[config.mk]
export PLATFORM = sky130hd
export DESIGN_NAME = hv_config_register_zero
export DESIGN_NICKNAME = d
export VERILOG_FILES = /design/src/rtl/hv_cfg_pkg.sv /design/src/rtl/hv_sync2.sv /design/src/rtl/hv_config_register_zero.sv
export SDC_FILE = /design/constraint.sdc
export NUM_CORES = 1
export LEC_CHECK = 0
export ABC_CLOCK_PERIOD_IN_PS = 2200
export BUFFER_PORTS_ARGS = -buffer_cell sky130_fd_sc_hd__buf_2
export CORE_MARGIN = 4
export CORE_UTILIZATION = 35
export DETAILED_ROUTE_END_ITERATION = 12
export GPL_TIMING_DRIVEN = 0
export PLACE_DENSITY = 0.6
export SYNTH_ARGS = -nofsm -noshare
export SYNTH_HDL_FRONTEND = slang
export SYNTH_SLANG_ARGS = --single-unit
[constraint.sdc]
create_clock -name sys_clk_in -period 2.2 [get_ports sys_clk_in]
set_clock_uncertainty 0.15 [all_clocks]
set_input_delay 0.22 -clock sys_clk_in [delete_from_list [all_inputs] [get_ports sys_clk_in]]
set_output_delay 0.22 -clock sys_clk_in [all_outputs]
set_load 0.05 [all_outputs]
[src/rtl/hv_cfg_pkg.sv]
// constants for the indirect high voltage configuration block
package hv_cfg_pkg;
  localparam int          CLK_HZ            = 25000000;
  localparam logic [7:0]  CFG_RESET         = 8'h00;
  localparam logic [7:0]  CMD_RD_CFG0       = 8'h00;
  localparam logic [7:0]  CMD_RD_CFG1       = 8'h01;
  localparam logic [7:0]  CMD_RD_STATUS     = 8'h02;
  localparam logic [7:0]  CMD_RD_MON        = 8'h03;
  localparam logic [7:0]  CMD_WR_CFG0       = 8'h08;
  localparam logic [7:0]  CMD_WR_CFG1       = 8'h09;
  localparam int          BIT_THERM_DIS     = 7;
  localparam int          BIT_OSC_EN        = 6;
  localparam int          BIT_BSD           = 5;
  localparam int          BIT_WAKE          = 4;
  localparam int          BIT_PSM           = 3;
  localparam int          BIT_LVF           = 2;
  localparam logic [1:0]  LIN_ON            = 2'h2;
  localparam int          BUSY_BIT          = 0;
  localparam int          RD_OK_BIT         = 1;
  localparam int          WR_OK_BIT         = 2;
  localparam int          IRQ_SRC_SUPPLY    = 16;
  // latency of the indirect path in ns (10 us)
  localparam int          LATENCY_NS        = 10000;
  localparam int          LATENCY_CYC       = (LATENCY_NS * (CLK_HZ / 1000000)) / 1000;
  localparam logic [8:0]  LATENCY_CNT       = 9'(LATENCY_CYC);
  typedef enum logic [2:0]
  {
    ST_IDLE = 3'h1,
    ST_WAIT = 3'h2,
    ST_DONE = 3'h4
  } cmd_state_e;
endpackage : hv_cfg_pkg

[src/rtl/hv_sync2.sv]
// two flop synchroniser for pin level inputs
`timescale 1ns/1ns
module hv_sync2
(
  input  wire logic sys_clk_in,
  input  wire logic srst_in,
  input  wire logic async_in,
  output logic      sync_out
);
  logic meta_r;
  always_ff @(posedge sys_clk_in)
  begin
    if (srst_in)
    begin
      meta_r   <= 1'b0;
      sync_out <= 1'b0;
    end
    else
    begin
      meta_r   <= async_in;
      sync_out <= meta_r;
    end
  end
endmodule : hv_sync2

[src/rtl/hv_config_register_zero.sv]
// indirect high voltage configuration registers behind command and data registers
`timescale 1ns/1ns
module hv_config_register_zero
(
  input  wire logic                   sys_clk_in,
  input  wire logic                   srst_in,
  input  wire logic                   cmd_wr_in,
  input  wire logic [7:0]             cmd_wdata_in,
  output logic      [7:0]             cmd_rdata_out,
  input  wire logic                   data_wr_in,
  input  wire logic [11:0]            data_wdata_in,
  output logic      [11:0]            data_rdata_out,
  input  wire logic [7:0]             hv_monitor_status_in,
  input  wire logic                   supply_low_in,
  input  wire logic                   thermal_event_in,
  input  wire logic [31:0]            irq_enable_mask_in,
  output logic                        wake_thermal_shutdown_out,
  output logic                        precision_osc_en_out,
  output logic                        bit_serial_device_mode_out,
  output logic                        lin_pullup_en_out,
  output logic                        wake_pin_drive_high_out,
  output logic                        wake_pin_pulldown_out,
  output logic                        supply_monitor_en_out,
  output logic                        supply_irq_line_out,
  output logic                        low_voltage_flag_en_out,
  output logic                        lin_driver_en_out,
  output logic      [7:0]             hv_config_one_out
);
  import hv_cfg_pkg::*;

  ////////////////////////////////////////////////////////////////////////////
  logic [7:0]  hv_config_zero_r;
  logic [7:0]  hv_config_one_r;
  logic [11:0] hv_data_word_r;
  logic [7:0]  cmd_r;
  logic        rd_ok_r;
  logic        wr_ok_r;
  logic [8:0]  wait_cnt_r;
  cmd_state_e  state_r;
  logic        supply_low_s;
  logic        thermal_s;
  logic [7:0]  monitor_s;
  logic        cmd_known;
  logic        cmd_is_write;

  // pin level inputs from the analogue side are asynchronous
  hv_sync2 u_sync_supply
  (
    .sys_clk_in (sys_clk_in),
    .srst_in    (srst_in),
    .async_in   (supply_low_in),
    .sync_out   (supply_low_s)
  );

  hv_sync2 u_sync_therm
  (
    .sys_clk_in (sys_clk_in),
    .srst_in    (srst_in),
    .async_in   (thermal_event_in),
    .sync_out   (thermal_s)
  );

  // monitor levels come straight off the analogue die
  // two cycles of sync lag are hidden inside the command latency
  for (genvar g = 0; g < 8; g++)
  begin : g_mon_sync
    hv_sync2 u_sync_mon
    (
      .sys_clk_in (sys_clk_in),
      .srst_in    (srst_in),
      .async_in   (hv_monitor_status_in[g]),
      .sync_out   (monitor_s[g])
    );
  end

  ////////////////////////////////////////////////////////////////////////////
  always_comb
  begin
    cmd_is_write = (cmd_r == CMD_WR_CFG0) || (cmd_r == CMD_WR_CFG1);
    cmd_known    = cmd_is_write || (cmd_r == CMD_RD_CFG0) || (cmd_r == CMD_RD_CFG1)
                   || (cmd_r == CMD_RD_STATUS) || (cmd_r == CMD_RD_MON);
  end

  // command sequencer models the slow indirect path
  always_ff @(posedge sys_clk_in)
  begin
    if (srst_in)
    begin
      state_r    <= ST_IDLE;
      cmd_r      <= CMD_RD_CFG0;
      wait_cnt_r <= '0;
    end
    else
    begin
      case (state_r)
        ST_IDLE:
        begin
          // commands while busy are ignored; software must poll first
          if (cmd_wr_in)
          begin
            cmd_r      <= cmd_wdata_in;
            wait_cnt_r <= LATENCY_CNT;
            state_r    <= ST_WAIT;
          end
        end
        ST_WAIT:
        begin
          if (wait_cnt_r <= 9'h001)
            state_r <= ST_DONE;
          else
            wait_cnt_r <= wait_cnt_r - 9'h001;
        end
        ST_DONE:
          state_r <= ST_IDLE;
        default:
          state_r <= ST_IDLE;
      endcase
    end
  end

  ////////////////////////////////////////////////////////////////////////////
  // first config register, zero after reset
  always_ff @(posedge sys_clk_in)
  begin
    if (srst_in)
      hv_config_zero_r <= CFG_RESET;
    // copy data byte in on completion; any value kept
    else if (state_r == ST_DONE && cmd_r == CMD_WR_CFG0)
      hv_config_zero_r <= hv_data_word_r[7:0];
  end

  always_ff @(posedge sys_clk_in)
  begin
    if (srst_in)
      hv_config_one_r <= CFG_RESET;
    else if (state_r == ST_DONE && cmd_r == CMD_WR_CFG1)
      hv_config_one_r <= hv_data_word_r[7:0];
  end

  // data register is the only read path for config zero; config one also drives hv_config_one_out
  always_ff @(posedge sys_clk_in)
  begin
    if (srst_in)
      hv_data_word_r <= '0;
    else if (state_r == ST_DONE && !cmd_is_write && cmd_known)
    begin
      // read back selected register with its command tag
      hv_data_word_r[11:8] <= cmd_r[3:0];
      if (cmd_r == CMD_RD_CFG0)
        hv_data_word_r[7:0] <= hv_config_zero_r;
      else if (cmd_r == CMD_RD_CFG1)
        hv_data_word_r[7:0] <= hv_config_one_r;
      else if (cmd_r == CMD_RD_MON)
        hv_data_word_r[7:0] <= monitor_s;
      else
        hv_data_word_r[7:0] <= {7'h00, supply_low_s};
    end
    else if (data_wr_in && state_r == ST_IDLE)
      // upper tag bits are read only
      hv_data_word_r[7:0] <= data_wdata_in[7:0];
  end

  // completion status flags, valid only when not busy
  always_ff @(posedge sys_clk_in)
  begin
    if (srst_in)
      rd_ok_r <= 1'b0;
    else if (state_r == ST_DONE)
      rd_ok_r <= cmd_known && !cmd_is_write;
  end

  // an unknown command leaves both flags low
  always_ff @(posedge sys_clk_in)
  begin
    if (srst_in)
      wr_ok_r <= 1'b0;
    else if (state_r == ST_DONE)
      wr_ok_r <= cmd_is_write;
  end

  ////////////////////////////////////////////////////////////////////////////
  always_comb
  begin
    cmd_rdata_out            = 8'h00;
    cmd_rdata_out[BUSY_BIT]  = (state_r != ST_IDLE);
    cmd_rdata_out[RD_OK_BIT] = rd_ok_r;
    cmd_rdata_out[WR_OK_BIT] = wr_ok_r;
    data_rdata_out           = hv_data_word_r;
    hv_config_one_out        = hv_config_one_r;
  end

  // control outputs to the analogue die
  // one flop each: a config write can never glitch a pin
  // shutdown only when enabled and thermal event seen
  always_ff @(posedge sys_clk_in)
  begin
    if (srst_in)
      wake_thermal_shutdown_out <= 1'b0;
    else
      wake_thermal_shutdown_out <= !hv_config_zero_r[BIT_THERM_DIS] && thermal_s;
  end

  // oscillator power; start-up left to software
  always_ff @(posedge sys_clk_in)
  begin
    if (srst_in)
      precision_osc_en_out <= 1'b0;
    else
      precision_osc_en_out <= hv_config_zero_r[BIT_OSC_EN];
  end

  always_ff @(posedge sys_clk_in)
  begin
    if (srst_in)
      bit_serial_device_mode_out <= 1'b0;
    else
      bit_serial_device_mode_out <= hv_config_zero_r[BIT_BSD];
  end

  // bit serial mode drops the pull-up
  always_ff @(posedge sys_clk_in)
  begin
    if (srst_in)
      lin_pullup_en_out <= 1'b1;
    else
      lin_pullup_en_out <= !hv_config_zero_r[BIT_BSD];
  end

  always_ff @(posedge sys_clk_in)
  begin
    if (srst_in)
      wake_pin_drive_high_out <= 1'b0;
    else
      wake_pin_drive_high_out <= hv_config_zero_r[BIT_WAKE];
  end

  always_ff @(posedge sys_clk_in)
  begin
    if (srst_in)
      wake_pin_pulldown_out <= 1'b1;
    else
      wake_pin_pulldown_out <= !hv_config_zero_r[BIT_WAKE];
  end

  always_ff @(posedge sys_clk_in)
  begin
    if (srst_in)
      supply_monitor_en_out <= 1'b0;
    else
      supply_monitor_en_out <= hv_config_zero_r[BIT_PSM];
  end

  // irq needs monitor, mask bit and low supply
  always_ff @(posedge sys_clk_in)
  begin
    if (srst_in)
      supply_irq_line_out <= 1'b0;
    else
      supply_irq_line_out <= hv_config_zero_r[BIT_PSM] && irq_enable_mask_in[IRQ_SRC_SUPPLY]
                             && supply_low_s;
  end

  always_ff @(posedge sys_clk_in)
  begin
    if (srst_in)
      low_voltage_flag_en_out <= 1'b0;
    else
      low_voltage_flag_en_out <= hv_config_zero_r[BIT_LVF];
  end

  // only code 10 enables; reserved codes keep it off
  always_ff @(posedge sys_clk_in)
  begin
    if (srst_in)
      lin_driver_en_out <= 1'b0;
    else
      lin_driver_en_out <= (hv_config_zero_r[1:0] == LIN_ON);
  end
endmodule : hv_config_register_zero

# Word-level counts from Yosys, hierarchy flattened
# Index checks and enable logic that the tools add are counted.
# totals
reg_bits,80
inputBits,66
# op_classes
addsub,1
magnitude_cmp,1
eq_ne,13
muxes,11
n_reduce_logical,24
# ops
cell,n
8-bit 2-to-1 mux,5
9-bit 2-to-1 mux,2
9-bit one-hot mux with 2 select lines,1
"8-bit by 2-bit equality test with 1-bit output, second input constant",2
"8-bit by 4-bit equality test with 1-bit output, second input constant",2
"9-bit by 1-bit <= comparator with 1-bit output, second input constant",1
1-bit logical AND,9
"9-bit by 1-bit subtractor with 9-bit output, second input constant",1
"8-bit by 1-bit equality test with 1-bit output, second input constant",1
8-bit zero test,1
3-bit 2-to-1 mux,2
"2-bit inequality test, second input constant",3
3-bit one-hot mux with 2 select lines,1
1-bit logical OR,5
1-bit zero test,4
2-bit AND reduction,2
2-bit nonzero test,2
"3-bit by 1-bit equality test with 1-bit output, second input constant",1
"3-bit by 2-bit equality test with 1-bit output, second input constant",1
"3-bit equality test, second input constant",1
"3-bit by 1-bit inequality test with 1-bit output, second input constant",1
3-bit AND reduction,1
"2-bit equality test, second input constant",1

# Longest topological paths before layout
# logic_depth
word_depth,8
ltp_mapped,7
ltp_nobuf,6

# Cells and area by module
# A second synthesis with hierarchy kept.
# hier_totals
hier_cells,314
area_unflattened_um2,3194.3
# modules_own_cells
module,instances,cells_each,area_per_inst_um2
hv_config_register_zero,1,274,2668.8
hv_sync2,10,4,52.6

# Least setup slack after synthesis
# Ideal clock, no wire load.
# synth_timing
path_type,register -> register
from,reg wait_cnt_r[2]
to,reg wait_cnt_r[1]
setup_time_ns,0.147
t_arrival_ns,1.838
slack_ns,0.065
stages_incl_launch_ff,6
path_buffers,1
synth_period_minus_slack_ns,2.135
cell_sequence,dfxtp_1 > or4_4 > or4_4 > buf_6 > a211oi_1 > a311oi_1
# synth_between
elab_chain_cells,3
# synth_rtl
item,line,text
from (decl),hv_config_register_zero.sv:38,logic [8:0] wait_cnt_r;
from (signal assigned),hv_config_register_zero.sv:111,wait_cnt_r <= wait_cnt_r - 9'h001;
9-bit by 1-bit <= comparator with 1-bit output,hv_config_register_zero.sv:108,if (wait_cnt_r <= 9'h001)
2-bit inequality test (no source line),-,
3-bit AND reduction (no source line),-,
# No other way between the ends.
# A chain may end at the register's enable or synchronous reset.

# Final worst setup path
# layout_timing
from,reg wait_cnt_r[5]
to,reg wait_cnt_r[1]
# The elaborated chain is that of the path after synthesis.

==> impl_metrics.yaml <==
outcome:
  run_status: "finished with violations"
  violated_checks: "negative setup slack"
power:
  power_switching_uw: 922.7
  power-per-cell-area_nw_per_um2: 708.0
  fin_total_pwr_mw: 3.033
  pwr-share-clk_pct: 32.9
  power_switching_share_pct: 30.42
  combinationalPowerShare_pct: 15.8
  internal-power_mw: 2.110
  power.share.sequential_pct: 51.3
  ir_worst_vdd_uv: 328.2
  p_leak_nw: 1.734
worst_setup_path:
  cp_max_fo: 7
  endpoint_kind: "register"
  startpoint_kind_of_the_worst_setup_timing_path: "register"
  timing.critical_path.required_ns: 2.27
  cp_data_arrival_time_ns: 2.29
  setup.worst_path.class: "register to register"
sta:
  fmax_mhz: 451.2
  final.setup.tns_ns: -0.01642
  setup-violations-final: 1
  finalMaxSlewViolations: 0
  finalHoldViolations: 0
  final_min_period_over_clock_period_pct: 100.7
  max_slew_headroom_pct: 54.06
  final.min_clock_period_ns: 2.216
  worst_slack_ns: -0.01642
  worst_pin_slew_ns: 0.6891
  grt_setup_unrepaired: "yes"
synthesis:
  synth.ff_latch_count: 80
  netlist_area_sq_um: 3181
  synth_top_flop_cell: "dfxtp_1"
  yosysWarningCount: 0
  synth_cells: 334
  yosysSeqAreaShare_pct: 50.35
  postSynthAreaPerCell_sq_um: 9.523
  post_synth_num_cell_types: 55
  share_of_synthesized_flip_flops_with_an_asynchronous_set_or_reset_pct: 0
  synth_edf_count: 0
grt:
  initial_antenna_violation_count: 0
  first_global_vias: 2780
  grt_remaining_overflow: 0
  grt_first_pass_wirelength_mm: 13.73
  grt_start_max_net_pins: 16
  grt_util_all_layers_pct: 17.02
floorplanning:
  fp.dieW_um: 103.3
  area_of_the_placeable_core_sq_um: 8763
  die_h_um: 103.3
  rows: 34
  start_util_pct: 36.29
  io_pins: 104
  die_area_sq_um: 10680
clock_tree:
  cts_tree: "yes"
  clk_path_buf_depth: 2
  cts_htree_levels: 3
  root_buffer: "clkbuf_8"
  clkSlewWorstSetupHoldPaths_ns: 0.09
  cts_buffer_count: 9
  worstSkewPairLatency_ns: 0.35
  clock_sinks: 80
detailed_routing:
  detailroute.via_count: 2885
  antenna_violating_nets_left: 0
  drt_wl_total_mm: 9.096
  wire_per_inst_um: 16.36
  vias_per_cell: 5.189
  drc_violations: 0
  first_pass_iters: 5
  drt-initial-drc-count: 116
finish:
  most-common-layout-cells: "dfxtp_1, buf_2, nor2_1"
  finish.cell_count_without_fillers: 556
  insertedDiodeCount: 0
  postLayoutCoreUtil_pct: 48.89
  leading_cell_type_in_the_layout_fill_and_taps_excluded: "dfxtp_1"
  final_net_count: 511
  area_growth_pct: 34.70
  layout-drive-gt1-share_pct: 33.93
placement:
  post-dp-hpwl_mm: 6.026
  gp_congestion: 0.8567
  dp.cells: 508
  detailedPlace.worstSlack_ns: -0.5102
  io_buffer_count: 62
flow_run:
  cap_violations: 0
min_path:
  worst_hold_path_type: "input port to register"
worst max-delay path: stages, from the launching register on:
cell	delay [ns]
dfxtp_1	0.34
or4_4	0.59
or4_4	0.54
buf_6	0.15
a211oi_2	0.24
a311oi_1	0.08
what timing repair did:
action,in CTS,in global routing
endpoints found under the setup margin,33,39
hold buffers,23,0
buffers inserted,4,5
pin swaps,2,6
gates cloned,0,2
gates resized for setup,16,28
hold endpoints to repair,23,0
flip-flops by register name, indices dropped and copies added (netlist names), 3 cells and up:
register	count
hv_config_one_out	8
g_mon_sync.u_sync_mon.meta_r	8
wait_cnt_r	9
cmd_r	8
hv_config_zero_r	8
data_rdata_out	12
g_mon_sync.u_sync_mon.sync_out	8
state_r	3
cells in the mapped netlist, types with 4 or more instances:
| master | number | share of area, % |
|---|---|---|
| inv_1 | 8 | 0.94 |
| nor4_1 | 5 | 0.98 |
| a22oi_1 | 7 | 1.7 |
| dfxtp_1 | 80 | 50 |
| a21oi_1 | 23 | 3.6 |
| nand3_1 | 16 | 2.5 |
| o21ai_0 | 14 | 2.2 |
| a2111oi_0 | 7 | 1.9 |
| buf_4 | 8 | 1.9 |
| nand2_1 | 21 | 2.5 |
| mux2_2 | 7 | 2.5 |
| a211oi_1 | 4 | 0.94 |
| a31oi_1 | 4 | 0.79 |
| mux2i_1 | 4 | 1.3 |
| nor2b_1 | 24 | 4.7 |
| clkbuf_1 | 16 | 1.9 |
| nor2_1 | 27 | 3.2 |
| nor3b_1 | 4 | 0.94 |
| a31o_2 | 4 | 1.1 |
stage by stage:
stage	instance area (sq um)	hold WS, ns
global route	4284	0.04472
floorplan	3196	0.1982
CTS	4120	0.007745
detailed placement	3641	0.2718
finish	4284	0.04891
global placement	3641	0.2680
power by group through the flow:
stage,clock [mW],sequential [mW],combinational (mW)
final,0.998,1.56,0.479
after floorplan,0,1.62,0.233
after CTS,1.01,1.55,0.440
after detailed placement,0,1.58,0.387
after global placement,0,1.58,0.381
after global routing,1.07,1.56,0.522
layer usage:
| layer | track usage [%] | wire length, um | vias up |
|---|---|---|---|
| met5 | 0 | 0 | - |
| met4 | 6.474 | 145 | 0 |
| met3 | 4.561 | 510 | 8 |
| met2 | 27.28 | 4437 | 100 |
| met1 | 21.98 | 4002 | 1373 |
| li1 | - | - | 1404 |
worst paths after layout:
check	start	endpoint	slack, ns	depth (start not counted)
min reg2reg	g_mon_sync[1].u_sync_mon.meta_r	g_mon_sync[1].u_sync_mon.sync_out	0.29	1
max	wait_cnt_r[5]	wait_cnt_r[1]	-0.02	5
min	data_wdata_in[7]	data_rdata_out[7]	0.05	3
max reg2reg	wait_cnt_r[5]	wait_cnt_r[1]	-0.02	5
cells by family (layout without fill, tap and decap cells):
logic type	after synthesis	in the layout	share of synthesized area, %
fa+ha+maj	2	2	0.7867
flops	80	80	50.35
mux	11	11	3.737
other cells	1	5	0.1179
compound gates	80	80	17.82
simple gates	121	122	21.05
buf+inv	39	148	6.137
layout make-up:
| cell class | count | area [sq um] |
|---|---|---|
| plain buffers | 28 | 160.2 |
| clock buffers | 9 | 123.9 |
| clock inverters | 7 | 53.80 |
| fillers | 845 | 4479 |
| inverters | 9 | 33.78 |
| multi-input cells | 220 | 1530 |
| flip-flops and latches | 80 | 1607 |
| well taps | 108 | 135.1 |
| repair buffers | 95 | 640.6 |
Power figures use the tool's default switching activity.
